<file path="src/include/acp_pkg.sv">
package acp_pkg;
  localparam logic [7:0] ACP_CH_NL     = 8'h0A;
  localparam logic [7:0] ACP_CH_COLON  = 8'h3A;
  localparam logic [7:0] ACP_CH_QUERY  = 8'h3F;
  localparam logic [7:0] ACP_CH_SEMI   = 8'h3B;
  localparam logic [7:0] ACP_CH_STAR   = 8'h2A;
  localparam logic [7:0] ACP_CH_COMMA  = 8'h2C;
  localparam logic [7:0] ACP_CH_SPACE  = 8'h20;
  localparam logic [7:0] ACP_CH_TAB    = 8'h09;
  localparam logic [7:0] ACP_CH_DOT    = 8'h2E;
  localparam logic [7:0] ACP_CH_ZERO   = 8'h30;
  localparam logic [7:0] ACP_CH_NINE   = 8'h39;
  localparam logic [7:0] ACP_CH_PLUS   = 8'h2B;
  localparam logic [7:0] ACP_CH_MINUS  = 8'h2D;
  localparam logic [7:0] ACP_CH_E      = 8'h45;
  localparam int         ACP_KW_MAX    = 12;
  localparam int         ACP_KW_SHORT  = 4;
  localparam int         ACP_ESR_CME   = 5;
  localparam logic [15:0] ACP_SLOT_MAX1 = 16'h012C;
  localparam logic [15:0] ACP_SLOT_MAX2 = 16'h0096;
  localparam logic [15:0] ACP_SLOT_MAX4 = 16'h0078;
  localparam logic [15:0] ACP_SLOT_MIN  = 16'h0001;
  localparam logic [15:0] ACP_NUM_LIMIT = 16'h0FFF;
  localparam logic [3:0]  ACP_TEN       = 4'hA;
  // identity strings: arbitrary neutral values
  localparam int          ACP_ID_LEN    = 24;
  localparam logic [8*ACP_ID_LEN-1:0] ACP_ID_TEXT = "ACME,MODEL0,SN0000,V0.0.";
  // keyword table indices
  typedef enum logic [2:0] {
    ACP_KW_NONE = 3'h0,
    ACP_KW_IDN  = 3'h1,
    ACP_KW_RST  = 3'h2,
    ACP_KW_RCL  = 3'h3
  } acp_kw_t;
  typedef enum logic [5:0] {
    ACP_ST_HDR  = 6'b000001,
    ACP_ST_WS   = 6'b000010,
    ACP_ST_PAR  = 6'b000100,
    ACP_ST_SKIP = 6'b001000,
    ACP_ST_EXEC = 6'b010000,
    ACP_ST_RESP = 6'b100000
  } acp_state_t;
  typedef enum logic [1:0] {
    ACP_CH1 = 2'h0,
    ACP_CH2 = 2'h1,
    ACP_CH4 = 2'h2
  } acp_chan_t;
endpackage

</file>
<file path="src/core/acp_kw_match.sv">
`timescale 1ns/1ns
`default_nettype none
module acp_kw_match
  import acp_pkg::*;
#(
  parameter int                    LONG_LEN  = 4,
  parameter logic [8*12-1:0]       LONG_TEXT = "TEXT        "
) (
  // candidate keyword, upper case, first letter at [7:0]
  input  wire logic [8*12-1:0] i_kw,
  input  wire logic [3:0]      i_len,
  // result
  output logic                 o_hit
);
  function automatic int short_len(input int len, input logic [7:0] c4);
    if (len <= ACP_KW_SHORT) begin
      return len;
    end
    if (c4 == 8'h41 || c4 == 8'h45 || c4 == 8'h49 || c4 == 8'h4F || c4 == 8'h55) begin
      return 3;
    end
    return 4;
  endfunction

  localparam int SLEN = short_len(LONG_LEN, LONG_TEXT[8*12-1-8*3 -: 8]);

  logic pre_ok;
  always_comb begin
    pre_ok = 1'b1;
    for (int k = 0; k < 12; k++) begin
      if (k < int'(i_len) && i_kw[8*k +: 8] != LONG_TEXT[8*12-1-8*k -: 8]) begin
        pre_ok = 1'b0;
      end
    end
    // only full long form or exact short form, no other truncation
    o_hit = pre_ok && (int'(i_len) == LONG_LEN || int'(i_len) == SLEN);
  end
endmodule
`default_nettype wire

</file>
<file path="src/core/acp_parser.sv">
`timescale 1ns/1ns
`default_nettype none
module acp_parser
  import acp_pkg::*;
(
  // clock and reset
  input  wire logic              i_sys_clk,
  input  wire logic              i_rstn,
  // incoming characters
  input  wire logic              i_rx_valid,
  input  wire logic [7:0]        i_rx_data,
  output logic                   o_rx_ready,
  // configuration
  input  wire acp_pkg::acp_chan_t i_chan_cfg,
  // response characters
  output logic                   o_tx_valid,
  output logic [7:0]             o_tx_data,
  input  wire logic              i_tx_ready,
  // actions
  output logic                   o_rst_pulse,
  output logic                   o_rcl_pulse,
  output logic [15:0]            o_rcl_slot,
  output logic                   o_tree_pulse,
  output logic [3:0]             o_tree_depth,
  output logic [7:0]             o_esr
);
  import acp_pkg::*;

  acp_state_t        state_reg,   state_next;
  logic [8*12-1:0]   kw_reg,      kw_next;
  logic [3:0]        kwlen_reg,   kwlen_next;
  logic              common_reg,  common_next;
  logic              query_reg,   query_next;
  logic [3:0]        depth_reg,   depth_next;
  logic [15:0]       num_reg,     num_next;
  logic [3:0]        npar_reg,    npar_next;
  logic              nerr_reg,    nerr_next;
  logic              ndig_reg,    ndig_next;
  logic [1:0]        nfmt_reg,    nfmt_next;
  logic              eol_reg,     eol_next;
  logic [4:0]        tidx_reg,    tidx_next;
  logic              txv_reg,     txv_next;
  logic [7:0]        txd_reg,     txd_next;
  logic              rstp_reg,    rstp_next;
  logic              rclp_reg,    rclp_next;
  logic [15:0]       slot_reg,    slot_next;
  logic              treep_reg,   treep_next;
  logic [7:0]        esr_reg,     esr_next;
  logic              rdy_reg,     rdy_next;

  logic              hit_idn;
  logic              hit_rst;
  logic              hit_rcl;
  logic [7:0]        up;
  logic              take;

  function automatic logic [7:0] to_upper(input logic [7:0] c);
    return (c >= 8'h61 && c <= 8'h7A) ? c - 8'h20 : c;
  endfunction

  function automatic logic is_digit(input logic [7:0] c);
    return c >= ACP_CH_ZERO && c <= ACP_CH_NINE;
  endfunction

  function automatic logic [15:0] slot_max(input acp_chan_t ch);
    case (ch)
      ACP_CH2: return ACP_SLOT_MAX2;
      ACP_CH4: return ACP_SLOT_MAX4;
      default: return ACP_SLOT_MAX1;
    endcase
  endfunction

  acp_kw_match #(.LONG_LEN(3), .LONG_TEXT("IDN         ")) u_idn (
    .i_kw(kw_reg), .i_len(kwlen_reg), .o_hit(hit_idn));
  acp_kw_match #(.LONG_LEN(3), .LONG_TEXT("RST         ")) u_rst (
    .i_kw(kw_reg), .i_len(kwlen_reg), .o_hit(hit_rst));
  acp_kw_match #(.LONG_LEN(3), .LONG_TEXT("RCL         ")) u_rcl (
    .i_kw(kw_reg), .i_len(kwlen_reg), .o_hit(hit_rcl));

  assign up   = to_upper(i_rx_data);
  assign take = i_rx_valid && rdy_reg;

  always_comb begin
    state_next  = state_reg;
    kw_next     = kw_reg;
    kwlen_next  = kwlen_reg;
    common_next = common_reg;
    query_next  = query_reg;
    depth_next  = depth_reg;
    num_next    = num_reg;
    npar_next   = npar_reg;
    nerr_next   = nerr_reg;
    ndig_next   = ndig_reg;
    nfmt_next   = nfmt_reg;
    eol_next    = eol_reg;
    tidx_next   = tidx_reg;
    txv_next    = txv_reg;
    txd_next    = txd_reg;
    rstp_next   = 1'b0;
    rclp_next   = 1'b0;
    slot_next   = slot_reg;
    treep_next  = 1'b0;
    esr_next    = esr_reg;
    rdy_next    = rdy_reg;
    case (state_reg)
      ACP_ST_HDR, ACP_ST_WS, ACP_ST_PAR: begin
        if (take) begin
          if (up == ACP_CH_NL || up == ACP_CH_SEMI) begin
            eol_next   = (up == ACP_CH_NL);
            state_next = ACP_ST_EXEC;
            rdy_next   = 1'b0;
          end else if (state_reg == ACP_ST_HDR) begin
            if (up == ACP_CH_STAR && kwlen_reg == 4'h0 && depth_reg == 4'h0) begin
              common_next = 1'b1;
            end else if (up == ACP_CH_COLON) begin
              depth_next = (depth_reg == 4'hF) ? depth_reg : depth_reg + 4'h1;
              kwlen_next = 4'h0;
              treep_next = 1'b1;
            end else if (up == ACP_CH_QUERY) begin
              query_next = 1'b1;
            end else if (up == ACP_CH_SPACE || up == ACP_CH_TAB) begin
              state_next = ACP_ST_WS;
            end else if (query_reg || int'(kwlen_reg) >= ACP_KW_MAX) begin
              state_next = ACP_ST_SKIP;
            end else begin
              kw_next[8*kwlen_reg +: 8] = up;
              kwlen_next = kwlen_reg + 4'h1;
            end
          end else begin
            if (up == ACP_CH_SPACE || up == ACP_CH_TAB) begin
              state_next = state_reg;
            end else if (up == ACP_CH_COMMA) begin
              npar_next = (npar_reg == 4'hF) ? npar_reg : npar_reg + 4'h1;
              ndig_next = 1'b0;
              nfmt_next = 2'h0;
            end else begin
              state_next = ACP_ST_PAR;
              if (is_digit(up)) begin
                ndig_next = 1'b1;
                if (nfmt_reg == 2'h0 && npar_reg == 4'h0) begin
                  num_next = (num_reg > ACP_NUM_LIMIT) ? num_reg
                           : 16'(num_reg * ACP_TEN + 16'(up - ACP_CH_ZERO));
                  nerr_next = nerr_reg | (num_reg > ACP_NUM_LIMIT);
                end
              end else if (up == ACP_CH_DOT && nfmt_reg == 2'h0) begin
                nfmt_next = 2'h1;
              end else if (up == ACP_CH_E && ndig_reg && nfmt_reg != 2'h2) begin
                nfmt_next = 2'h2;
              end else if (!((up == ACP_CH_PLUS || up == ACP_CH_MINUS) && nfmt_reg == 2'h2)) begin
                nerr_next = 1'b1;
              end
            end
          end
        end
      end
      ACP_ST_SKIP: begin
        if (take && (up == ACP_CH_NL || up == ACP_CH_SEMI)) begin
          eol_next   = (up == ACP_CH_NL);
          esr_next[ACP_ESR_CME] = 1'b1;
          state_next = ACP_ST_RESP;
          rdy_next   = 1'b0;
        end
      end
      ACP_ST_EXEC: begin
        state_next = eol_reg ? ACP_ST_RESP : ACP_ST_HDR;
        rdy_next   = !eol_reg;
        if (common_reg && hit_idn && query_reg && npar_reg == 4'h0 && !ndig_reg) begin
          tidx_next  = 5'h0;
          txv_next   = 1'b1;
          txd_next   = ACP_ID_TEXT[8*ACP_ID_LEN-1 -: 8];
          state_next = ACP_ST_RESP;
          rdy_next   = 1'b0;
        end else if (common_reg && hit_rst && !query_reg && !ndig_reg) begin
          rstp_next = 1'b1;
        end else if (common_reg && hit_rcl && !query_reg && ndig_reg && !nerr_reg
                     && nfmt_reg == 2'h0 && npar_reg == 4'h0) begin
          if (num_reg >= ACP_SLOT_MIN && num_reg <= slot_max(i_chan_cfg)) begin
            rclp_next = 1'b1;
            slot_next = num_reg;
          end else begin
            esr_next[ACP_ESR_CME] = 1'b1;
          end
        end else if (!(kwlen_reg == 4'h0 && !common_reg && depth_reg == 4'h0)) begin
          esr_next[ACP_ESR_CME] = 1'b1;
        end
      end
      ACP_ST_RESP: begin
        if (!txv_reg) begin
          state_next = ACP_ST_HDR;
          rdy_next   = 1'b1;
        end else if (i_tx_ready) begin
          if (int'(tidx_reg) == ACP_ID_LEN - 1) begin
            txd_next  = ACP_CH_NL;
            tidx_next = tidx_reg + 5'h1;
          end else if (int'(tidx_reg) >= ACP_ID_LEN) begin
            txv_next = 1'b0;
          end else begin
            tidx_next = tidx_reg + 5'h1;
            txd_next  = ACP_ID_TEXT[8*ACP_ID_LEN-1-8*(int'(tidx_reg)+1) -: 8];
          end
        end
      end
      default: begin
        state_next = ACP_ST_HDR;
        rdy_next   = 1'b1;
      end
    endcase
    if (state_next == ACP_ST_HDR && state_reg != ACP_ST_HDR) begin
      kwlen_next  = 4'h0;
      kw_next     = '0;
      common_next = 1'b0;
      query_next  = 1'b0;
      num_next    = 16'h0000;
      npar_next   = 4'h0;
      nerr_next   = 1'b0;
      ndig_next   = 1'b0;
      nfmt_next   = 2'h0;
      depth_next  = eol_next ? 4'h0 : depth_reg;
    end
  end

  always_ff @(posedge i_sys_clk or negedge i_rstn) begin
    if (!i_rstn) begin
      state_reg  <= ACP_ST_HDR;
      kw_reg     <= '0;
      kwlen_reg  <= 4'h0;
      common_reg <= 1'b0;
      query_reg  <= 1'b0;
      depth_reg  <= 4'h0;
      num_reg    <= 16'h0000;
      npar_reg   <= 4'h0;
      nerr_reg   <= 1'b0;
      ndig_reg   <= 1'b0;
      nfmt_reg   <= 2'h0;
      eol_reg    <= 1'b0;
      tidx_reg   <= 5'h00;
      txv_reg    <= 1'b0;
      txd_reg    <= 8'h00;
      rstp_reg   <= 1'b0;
      rclp_reg   <= 1'b0;
      slot_reg   <= 16'h0000;
      treep_reg  <= 1'b0;
      esr_reg    <= 8'h00;
      rdy_reg    <= 1'b1;
    end else begin
      state_reg  <= state_next;
      kw_reg     <= kw_next;
      kwlen_reg  <= kwlen_next;
      common_reg <= common_next;
      query_reg  <= query_next;
      depth_reg  <= depth_next;
      num_reg    <= num_next;
      npar_reg   <= npar_next;
      nerr_reg   <= nerr_next;
      ndig_reg   <= ndig_next;
      nfmt_reg   <= nfmt_next;
      eol_reg    <= eol_next;
      tidx_reg   <= tidx_next;
      txv_reg    <= txv_next;
      txd_reg    <= txd_next;
      rstp_reg   <= rstp_next;
      rclp_reg   <= rclp_next;
      slot_reg   <= slot_next;
      treep_reg  <= treep_next;
      esr_reg    <= esr_next;
      rdy_reg    <= rdy_next;
    end
  end

  assign o_rx_ready   = rdy_reg;
  assign o_tx_valid   = txv_reg;
  assign o_tx_data    = txd_reg;
  assign o_rst_pulse  = rstp_reg;
  assign o_rcl_pulse  = rclp_reg;
  assign o_rcl_slot   = slot_reg;
  assign o_tree_pulse = treep_reg;
  assign o_tree_depth = depth_reg;
  assign o_esr        = esr_reg;
endmodule
`default_nettype wire

</file>
<file path="config.mk">
export PLATFORM = sky130hd
export DESIGN_NAME = acp_parser
export DESIGN_NICKNAME = d
export VERILOG_FILES = /design/src/include/acp_pkg.sv /design/src/core/acp_kw_match.sv /design/src/core/acp_parser.sv
export SDC_FILE = /design/constraint.sdc
export NUM_CORES = 1
export LEC_CHECK = 0
export BUFFER_PORTS_ARGS = -buffer_cell sky130_fd_sc_hd__clkbuf_2
export CORE_ASPECT_RATIO = 1.4
export CORE_MARGIN = 4
export CORE_UTILIZATION = 39
export CTS_CLUSTER_SIZE = 24
export DETAILED_ROUTE_END_ITERATION = 7
export PLACE_DENSITY = 0.63
export SLEW_MARGIN = 20
export SYNTH_ARGS = -nofsm -noshare
export SYNTH_HDL_FRONTEND = slang
export SYNTH_HIERARCHICAL = 1
export SYNTH_SLANG_ARGS = --single-unit
</file>
<file path="constraint.sdc">
create_clock -name i_sys_clk -period 3.6 [get_ports i_sys_clk]
set_input_delay 0.54 -clock i_sys_clk [delete_from_list [all_inputs] [get_ports i_sys_clk]]
set_output_delay 0.54 -clock i_sys_clk [all_outputs]
set_load 0.03 [all_outputs]
</file>
Yosys cells after proc, flatten, opt, wreduce, memory -nomap -nowiden --
Index checks and enable logic that the tools add are counted.
Storage, ports and cells: bits in registers 172, input port bits 14, output and inout bits 41, logic and storage cells 423
Operators by class: add/sub/neg operators 10, multipliers 1, $lt $le $gt $ge 21, equality and inequality tests 77, shift-type cells 3, multiplexer cells 197, bitwise operators 3, reductions and logical operators 90
Operators by type and width (number):
- 2-to-1 mux 96 bit | 10
- 2-to-1 mux 16 bit | 14
- indexed part select 199 x 10 -> 8 bit, first input constant | 1
- 2-to-1 mux 4 bit | 27
- 2-to-1 mux 1 bit | 102
- bitwise mux 96 bit | 1
- variable shift 8 x 34 -> 96 bit, first input constant | 1
- indexed part select 8 x 34 -> 96 bit | 1
- 2-to-1 mux 6 bit | 14
- equality test 8 x 6 -> 1 bit, second input constant | 9
- inequality test 8 x 6 -> 1 bit, second input constant | 9
- inequality test 8 x 7 -> 1 bit, second input constant | 8
- logical AND 1 bit | 48
- 2-to-1 mux 8 bit | 6
- negation 7 -> 34 bit | 1
- 2-to-1 mux 5 bit | 5
- case mux 6 bit (4 select lines) | 1
- inequality test 2 x 1 -> 1 bit, second input constant | 11
- inequality test 2 bit, second input constant | 11
- nonzero test 2 bit | 11
- inequality test 3 x 2 -> 1 bit, second input constant | 7
- AND reduction 7 bit | 3
- 2-to-1 mux 2 bit | 10
- case mux 9 bit (2 select lines) | 1
- 57 further kinds | 90

Depth between registers and ports, before layout --
Gate-level depths: netlist of run 1.
depth in word-level cells 32, depth in mapped cells 19

Hierarchy --
Netlist of run 1, hierarchy kept.
By module, submodules not included:
- acp_parser | instances 1, cells an instance 1130, area each 10073.4 µm², seq. area each 4281.6 µm²
- acp_kw_match at u_rcl | instances 1, cells an instance 10, area each 101.3 µm², seq. area each 0.0 µm²
- acp_kw_match at u_rst | instances 1, cells an instance 10, area each 96.3 µm², seq. area each 0.0 µm²
- acp_kw_match at u_idn | instances 1, cells an instance 9, area each 85.1 µm², seq. area each 0.0 µm²

Worst setup path after synthesis of run 1 --
Ideal clock, no wire load.
path kind input port to flip-flop, from input i_rx_data[4], to register num_reg[14], setup time 119 ps, data arrival time 3691 ps, data required time 3481 ps, path slack -210 ps, stages on the path 16, path through clkbuf_1 > inv_1 > a41o_1 > o31a_1 > buf_2 > ha_1 > nor2_1 > ha_1 > a21o_1 > nand2_1 > o31ai_1 > o41ai_1 > o21ai_0 > xnor2_1 > nor2_1 > o21a_1
Between the ends: cells in the longest elaborated chain, start to end 17, elaborated cells between the ends (all ways) 56, those cells by class add/sub (3); order compare (4); eq/ne (14); mux (22); reduce/logical (13)
Ends and longest elaborated chain:
- from (decl) | line acp_parser.sv:11 | input wire logic [7:0] i_rx_data,
- >= comparator 8 x 7 -> 1 bit or <= comparator 8 x 7 -> 1 bit (tied branches) | line acp_parser.sv:58 | return (c >= 8'h61 && c <= 8'h7A) ? c - 8'h20 : c;
- logical AND 1 bit | line acp_parser.sv:58
- 2-to-1 mux 8 bit * | line acp_parser.sv:58
- parallel branches: the longest is 14 deep, another holds adder 16 bit
- to (signal assigned) | line acp_parser.sv:252 | num_reg <= num_next;
- to (decl) | line acp_parser.sv:35 | logic [15:0] num_reg, num_next;
Mark *: on every way between the ends. The select of a mux whose other input is x is not followed. A chain may end at the register's enable or synchronous reset.

Worst setup path after layout of run 1 --
from register num_reg[3], to register num_reg[12]
Between the ends: cells in the longest elaborated chain, start to end 12, elaborated cells between the ends (all ways) 15, those cells by class add/sub (1); mul (1); order compare (1); eq/ne (1); mux (10); reduce/logical (1)
Ends and longest elaborated chain:
- multiplier 16 x 3 -> 15 bit | line acp_parser.sv:142 | : 16'(num_reg * ACP_TEN + 16'(up - ACP_CH_ZERO));
- adder 16 bit | line acp_parser.sv:142
- 2-to-1 mux 16 bit | line acp_parser.sv:141 | num_next = (num_reg > ACP_NUM_LIMIT) ? num_reg
- 2-to-1 mux 16 bit | line acp_parser.sv:140 | if (nfmt_reg == 2'h0 && npar_reg == 4'h0) begin
- 2-to-1 mux 16 bit | line acp_parser.sv:138 | if (is_digit(up)) begin
- 2-to-1 mux 16 bit | line acp_parser.sv:132 | end else if (up == ACP_CH_COMMA) begin
- 2-to-1 mux 16 bit | line acp_parser.sv:130 | if (up == ACP_CH_SPACE || up == ACP_CH_TAB) begin
- 2-to-1 mux 16 bit | line acp_parser.sv:112 | end else if (state_reg == ACP_ST_HDR) begin
- 2-to-1 mux 16 bit | line acp_parser.sv:108 | if (up == ACP_CH_NL || up == ACP_CH_SEMI) begin
- 2-to-1 mux 16 bit | line acp_parser.sv:107 | if (take) begin
- 2-to-1 mux 16 bit | line acp_parser.sv:105 | case (state_reg)
- 2-to-1 mux 16 bit | line acp_parser.sv:208 | if (state_next == ACP_ST_HDR && state_reg != ACP_ST_HDR) begin
Parallel ways exist; a longest one is shown, timed or not. The select of a mux whose other input is x is not followed.

==> results.toml, run 1 <==
[cells_and_area]
finalNetCount = 1043
diodes = 0
finalNonFillerCells = 1216
areaGrowthSynthToFinish_pct = 18.9
largest_reg_flops = 24
fillers = 1822
final_common_cell = "dfrtp_1"
final_cell_mix = "dfrtp_1, nand2_1, buf_4"
drive_above_1_share_pct = 20.9

[power_and_ir_drop]
pwr_density_cell_nw_per_um2 = 388
p_comb_share_pct = 32.3
ir_drop_mv = 0.226
seq_power_share_pct = 37.4
power_switching_uw = 1300
switching_share_pct = 37.6
clock_power_share_pct = 30.3
p_int_uw = 2150
p_leak_uw = 0.00419

[placement]
gp_congestion = 0.894
dp_hpwl_um = 15700
dp_cells = 1193
port_buffers = 46

[global_route]
antenna_found_initial = 0
grt_max_degree = 51
grt_pass1_wl_um = 32600
grt.overflow.total = 0
grt_use_total_pct = 18.7
grt_pass1_vias = 6619

[critical_path]
cp-end-kind = "flop"
worstPathArrival_ns = 3.73
required_ns = 3.86
startpoint_type = "flop"
path_cells = "buf_4 > ha_1 > ha_1 > nor2b_2 > o21ai_2 > a21boi_2 > buf_4 > nor2_4 > ha_4 > a21o_1 > nand2_2 > o31ai_4 > o41ai_2 > buf_4 > buf_4 > xnor2_1 > nor2b_1 > o21a_1"
critPathMaxStageDelay_ns = 0.41
crit_fanout = 5
crit_type = "reg -> reg"
path_buf_inv = 4
cp_common_cell = "buf_4"
cpMaxStageDelayCell = "dfrtp_1"
cp_top_family = "compound AO/OA/AOI/OAI gates"

[detailed_routing]
dr.pass1.iters = 5
drtAntennaViolNets = 0
wl_per_cell_um = 16.7
dr_total_vias = 6688
drt_wl_total_um = 20300
via_per_inst = 5.50
drc = 0
first_iter_violations = 353

[sta]
hold_viol = 0
fin_setup_tns_ns = 0
setup_violations = 0
min_period_ns = 3.47
period_share_pct = 96.4
finClkSkew_ns = 0.00932
rsz0062_at_grt = "yes"
max_slew_margin_pct = 40.3
clock.fmax_ghz = 0.288
tightest_slew_ns = 0.895
slew_violations = 0

[clock_network]
clock_path_buffers = 2
cts_root_buf = "clkbuf_16"
ctsHoldBuffers = 0
cts_max_level = 3
path_clk_slew_ns = 0.08
numCtsBuffers = 9
cts_tree = "yes"
clock-sinks = 99
insertion_delay_ns = 0.36

[die]
fp.dieW_um = 125
placementRows = 59
dieArea_um2 = 21500
initial_utilization_pct = 39.9
die_h_um = 172
core_area_um2 = 18800
num_io_pins = 55

[synth]
synthCells = 879
netlist_area_um2 = 7480
synth_warnings = 6
syn_area_per_cell_um2 = 8.51

[job]
drv_cap = 0

[run_status]
status = "finished clean"

[worst_hold_path]
worstHoldPathType = "in -> async"
per-layer routing:
metal / part of all wire (%) / global-route usage (%) / wire (um) / vias up
li1: - / - / - / 3325
met5: 0 / 0 / 0 / -
met3: 3.3 / 2.81 / 669 / 40
met1: 41 / 20.9 / 8280 / 3180
met4: 4.0 / 8.96 / 811 / 0
met2: 52 / 34.7 / 10500 / 143
area by class of cell:
class / instances / area (um^2) / share of cell area (%)
clock buffers: 9 / 225 / 2.53
multi-input cells: 690 / 4780 / 53.8
repair buffers: 123 / 840 / 9.44
clock inverters: 7 / 96.3 / 1.08
inverters: 44 / 165 / 1.86
flip-flops and latches: 99 / 2480 / 27.9
well taps: 244 / 305 / 3.43
repair_timing:
action	CTS	global route
pin swaps	4	20
gates cloned	0	0
gates resized for setup	4	31
setup buffers	0	7
endpoints found under the setup margin	1	5
final timing paths:
| kind | startpoint | endpoint | slack (ns) | cells past startpoint |
|---|---|---|---|---|
| hold reg to reg | o_tx_data[4] | o_tx_data[4] | 0.48 | 2 |
| max in group asynchronous | i_rstn | o_rx_ready | 2.63 | 2 |
| setup / recovery | num_reg[3] | num_reg[12] | 0.13 | 18 |
| setup reg to reg | num_reg[3] | num_reg[12] | 0.13 | 18 |
| min in group i_sys_clk | i_rx_data[1] | kw_reg[1] | 0.48 | 3 |
| hold / removal | i_rstn | num_reg[13] | 0.21 | 1 |
power by group through the flow:
stage	clock network, uW	logic, uW	registers (uW)
floorplan	0	784	1280
global route	1110	1240	1300
finish	1050	1110	1290
CTS	1070	1120	1290
detailed placement	0	1110	1310
global placement	0	1100	1310
stage by stage:
step           cell area [um^2]  worst slack (ns)  util, %  hold slack, ns  total power, uW
6_report                   8890             0.129     47.4           0.213             3450
5_1_grt                    8890           -0.0275     47.4           0.259             3650
4_1_cts                    8710           0.00410     46.4           0.231             3470
3_5_place_dp               8380            -0.120     44.7           0.467             2410
3_3_place_gp               8380           -0.0610     44.7           0.464             2410
2_1_floorplan              7520            0.0212        -           0.244             2060
Note: power is estimated with default switching activity, not from simulation.
==> inputs of run 2 (changes only) <==
- BUFFER_PORTS_ARGS: -buffer_cell sky130_fd_sc_hd__clkbuf_2 -> -buffer_cell sky130_fd_sc_hd__buf_2
==> run 2 against run 1 <==
Effect of this change:
- sequential power is essentially flat
- wire length shrank 1.2%
- cell count shrank 0.49%
- maximum frequency shrank 0.42%
- die area is the same
- sequential share of layout area grew 0.27 points
- global-route usage shrank 0.18 points
- flip-flop and latch count is the same
- largest cell class unchanged
==> results.toml, run 2 (same netlist as run 1, synthesis figures left out) <==
[global_route]
grt.overflow.total = 0
antenna_found_initial = 1
grt_use_total_pct = 18.5
grt_max_degree = 55
grt_pass1_wl_um = 32700
grt_pass1_vias = 6637

[sta]
min_period_ns = 3.49
tightest_slew_ns = 0.778
setup_slack_ns = 0.114
max_slew_margin_pct = 48.1
fin_setup_tns_ns = 0
period_share_pct = 96.8
slew_violations = 0
finClkSkew_ns = 0.0101
hold_viol = 0
setup_violations = 0
clock.fmax_ghz = 0.287
rsz0062_at_grt = "yes"

[die]
num_io_pins = 55
die_h_um = 172
initial_utilization_pct = 39.9
dieArea_um2 = 21500
fp.dieW_um = 125
placementRows = 59
core_area_um2 = 18800

[critical_path]
cp-end-kind = "flop"
crit_type = "reg -> reg"
reg2reg_depth = 18
rrSetupSlack_ns = 0.11
r2r-start = "num_reg[1]"
startpoint_type = "flop"
worstPathArrival_ns = 3.73
required_ns = 3.85
crit_fanout = 2
cp-startpoint = "num_reg[1]"
reg2reg_to = "num_reg[15]"

[placement]
place_area_um2 = 8350
dp_hpwl_um = 15400
port_buffers = 46
dp_slack_ns = -0.0826
gp_congestion = 0.867

[clock_network]
numCtsBuffers = 9
clock_path_buffers = 2
clock-sinks = 99
cts_tree = "yes"
insertion_delay_ns = 0.36
path_clk_slew_ns = 0.07
ctsHoldBuffers = 0
cts_root_buf = "clkbuf_16"
cts_max_level = 3

[detailed_routing]
drtAntennaViolNets = 0
via_per_inst = 5.54
dr.pass1.iters = 7
dr_total_vias = 6705
drt_wl_total_um = 20000
drc = 0
first_iter_violations = 310
wl_per_cell_um = 16.5

[cells_and_area]
finalNetCount = 1036
finish.instance_area_um2 = 8810
fin_util_pct = 47.0
areaGrowthSynthToFinish_pct = 17.8
largest_reg_flops = 24
drive_above_1_share_pct = 20.4
fillers = 1863
final_common_cell = "dfrtp_1"
final_cell_mix = "dfrtp_1, nand2_1, nor2_1"

[run_status]
status = "finished clean"

[power_and_ir_drop]
ir_drop_mv = 0.226
p_leak_uw = 0.00417
pwr_density_cell_nw_per_um2 = 384

[worst_hold_path]
worstHoldPathType = "in -> async"

[job]
drv_cap = 0
## run 2: how the worst max path moves through the flow
| stage | end | cells after the start |
|---|---|---|
| finish | num_reg[15] | 18 |
| global placement | num_reg[15] | 17 |
| CTS | num_reg[14] | 19 |
| detailed placement | num_reg[15] | 17 |
| floorplan | num_reg[15] | 17 |
| global route | num_reg[15] | 18 |
## run 2: area by class of cell
class                      instances  area (um^2)  area share, %
timing repair buffer             116          787           8.93
sequential                        99         2480           28.2
tap                              244          305           3.47
multi-input combinational        690         4770           54.2
clock buffer                       9          225           2.56
antenna                            1         2.50         0.0284
inverter                          44          165           1.87
clock inverter                     7         71.3          0.810
## run 2: where the power goes
group / total (uW) / internal, uW / switching, uW
clock network: 977 / 490 / 487
logic: 1110 / 401 / 708
registers: 1290 / 1190 / 104
total: 3380 / 2080 / 1300
## run 2: through the flow
step,hold WS [ns],cells,total power (uW)
3_3_place_gp,0.460,1190,2390
3_5_place_dp,0.465,1190,2400
4_1_cts,0.259,1207,3400
5_1_grt,0.286,1210,3590
2_1_floorplan,0.244,886,2060
6_report,0.226,1210,3380
## run 2: what timing repair did
action,CTS,global route
gates resized for setup,3,31
setup buffers,1,3
cloned,0,0
endpoints found under the setup margin,1,4
pin swaps,4,28
hold endpoints to repair,0,0
## run 2: worst max-delay path: stages (launching register included)
cell and delay, ns:
dfrtp_1 0.39, ha_1 0.28, ha_2 0.18, inv_2 0.04, fa_2 0.38, nor2b_2 0.14, o21ai_2 0.08, a21boi_2 0.19
o21ai_2 0.10, a21oi_2 0.18, o21ai_2 0.09, nand3_1 0.11, o311ai_2 0.11, ha_1 0.35, and3_1 0.16, a221oi_2 0.23
xnor2_1 0.14, nor2_1 0.05, o21a_1 0.17
## run 2: metal layers
| metal | GRT usage, % | part of all wire, % | vias up |
|---|---|---|---|
| met1 | 21.8 | 42 | 3203 |
| met3 | 2.38 | 3.0 | 43 |
| li1 | - | - | 3316 |
| met2 | 33.8 | 52 | 143 |
| met5 | 0 | 0 | - |
| met4 | 8.02 | 3.4 | 0 |
==> inputs of run 3 (changes only) <==
- PLACE_DENSITY: 0.63 -> 0.61
- clock period: 3.6 -> 4.4 ns (I/O delays scaled with it)
==> run 3 against run 2 <==
Effect of this change:
- maximum frequency shrank 15%
- worst setup slack gained 0.20 ns
- via count shrank 3.0%
- global-route usage shrank 0.22 points
- first-iteration DRC count shrank 0.65%
- die area is the same
- register-to-register slack gained 0.20 ns
- wire length shrank 2.5%
- critical endpoint unchanged
- largest cell class unchanged
- largest power group unchanged
- highest routed layer unchanged
==> results.toml, run 3 (same netlist as run 1, synthesis figures left out) <==
[run_status]
status = "finished clean"

[cells_and_area]
finalNetCount = 989
largest_reg_flops = 24
areaGrowthSynthToFinish_pct = 10.6
diodes = 0
final_cell_mix = "dfrtp_1, nand2_1, nor2_1"
fin_util_pct = 44.1
finalNonFillerCells = 1162
final_common_cell = "dfrtp_1"
drive_above_1_share_pct = 13.5

[power_and_ir_drop]
finalPower_uw = 2680
clock_power_share_pct = 29.5
p_leak_uw = 0.00391
seq_power_share_pct = 39.9
p_int_uw = 1640
switching_share_pct = 38.8
pwr_density_cell_nw_per_um2 = 324
p_comb_share_pct = 30.6
power_switching_uw = 1040
ir_drop_mv = 0.201

[die]
core_area_um2 = 18800
placementRows = 59
fp.dieW_um = 125
num_io_pins = 55
die_h_um = 172
initial_utilization_pct = 39.9
dieArea_um2 = 21500

[critical_path]
path_cells = "ha_1 > ha_1 > inv_1 > fa_1 > nor2b_1 > o21ai_0 > a21boi_0 > o21ai_0 > a21oi_1 > o21ai_0 > o311ai_0 > ha_1 > and3_1 > a221oi_1 > xnor2_1 > nor2_1 > o21a_1"
cp-end-kind = "flop"
cp_top_family = "compound AO/OA/AOI/OAI gates"
cpMaxStageDelayCell = "dfrtp_1"
reg2reg_to = "num_reg[15]"
rrSetupSlack_ns = 0.32
critPathMaxStageDelay_ns = 0.47
startpoint_type = "flop"
crit_type = "reg -> reg"
crit_fanout = 7
r2r-start = "num_reg[1]"
required_ns = 4.65
reg2reg_depth = 17
path_buf_inv = 1
worstPathArrival_ns = 4.33

[sta]
finClkSkew_ns = 0.0151
max_slew_margin_pct = 42.7
clock.fmax_ghz = 0.245
hold_viol = 0
tightest_slew_ns = 0.856
setup_violations = 0
slew_violations = 0
period_share_pct = 92.7
min_period_ns = 4.08
rsz0062_at_grt = "no"
fin_setup_tns_ns = 0

[job]
drv_cap = 0

[detailed_routing]
drtAntennaViolNets = 0
dr_total_vias = 6503
drc = 0
via_per_inst = 5.60
drt_wl_total_um = 19500
wl_per_cell_um = 16.8
dr.pass1.iters = 5
first_iter_violations = 308

[placement]
dp_hpwl_um = 15200
gp_congestion = 0.877
port_buffers = 46
dp_cells = 1146

[global_route]
grt_use_met2_pct = 33.4
grt_use_met3_pct = 2.07
grt.overflow.total = 0
grt_pass1_wl_um = 32300
top_usage_layer = "met2"
antenna_found_initial = 0
grt_max_degree = 44
met1_usage_pct = 22.3
grt_pass1_vias = 6279
grt_use_total_pct = 18.3

[worst_hold_path]
worstHoldPathType = "in -> async"

[clock_network]
clock_path_buffers = 2
cts_tree = "yes"
cts_root_buf = "clkbuf_16"
postCtsSetupBuffers = 0
clock-sinks = 99
path_clk_slew_ns = 0.07
numCtsBuffers = 9
insertion_delay_ns = 0.36
cts_max_level = 3
ctsHoldBuffers = 0
post_cts_resized = 0
run 3: cell count changes in the layout (fill, tap and decap cells not counted), sizes merged:
cell / change
buf: -47
clkinv: +2
clkinvlp: -2
diode: -1
run 3: metal layers:
metal / up-vias / wire (um)
met5: - / 0
met4: 0 / 512
met3: 32 / 661
met2: 145 / 10100
met1: 3099 / 8260
li1: 3227 / -
run 3: per-stage QoR:
step                      worst slack, ns  hold WS (ns)  cell area (um^2)
after floorplan                     0.507         0.364              7510
after global placement              0.326         0.459              7980
after detailed placement            0.155         0.461              7980
after CTS                           0.281         0.334              8270
after global routing               0.0562         0.354              8270
final                               0.319         0.316              8270
run 3: worst max path at each step:
stage               depth (start not counted)         start  slack [ns]          end
floorplan                                  16  i_rx_data[6]        0.51  num_reg[14]
global placement                           15  i_rx_data[1]        0.33  num_reg[14]
detailed placement                         15  i_rx_data[1]        0.16  num_reg[14]
CTS                                        17    num_reg[1]        0.28  num_reg[15]
global route                               17    num_reg[1]        0.06  num_reg[15]
finish                                     17    num_reg[1]        0.32  num_reg[15]
run 3: power groups by stage:
stage / Sequential (uW) / Combinational [uW] / Clock [uW]
global placement: 1080 / 816 / 0
global route: 1080 / 908 / 842
detailed placement: 1080 / 821 / 0
CTS: 1070 / 825 / 808
floorplan: 1050 / 640 / 0
finish: 1070 / 821 / 790
run 3: cell type report:
cell class | instances | area [um^2]
fill | 1916 | 10500
multi-input combinational | 690 | 4630
sequential | 99 | 2480
timing repair buffer | 69 | 405
tap | 244 | 305
clock buffer | 9 | 225
inverter | 44 | 165
clock inverter | 7 | 67.6
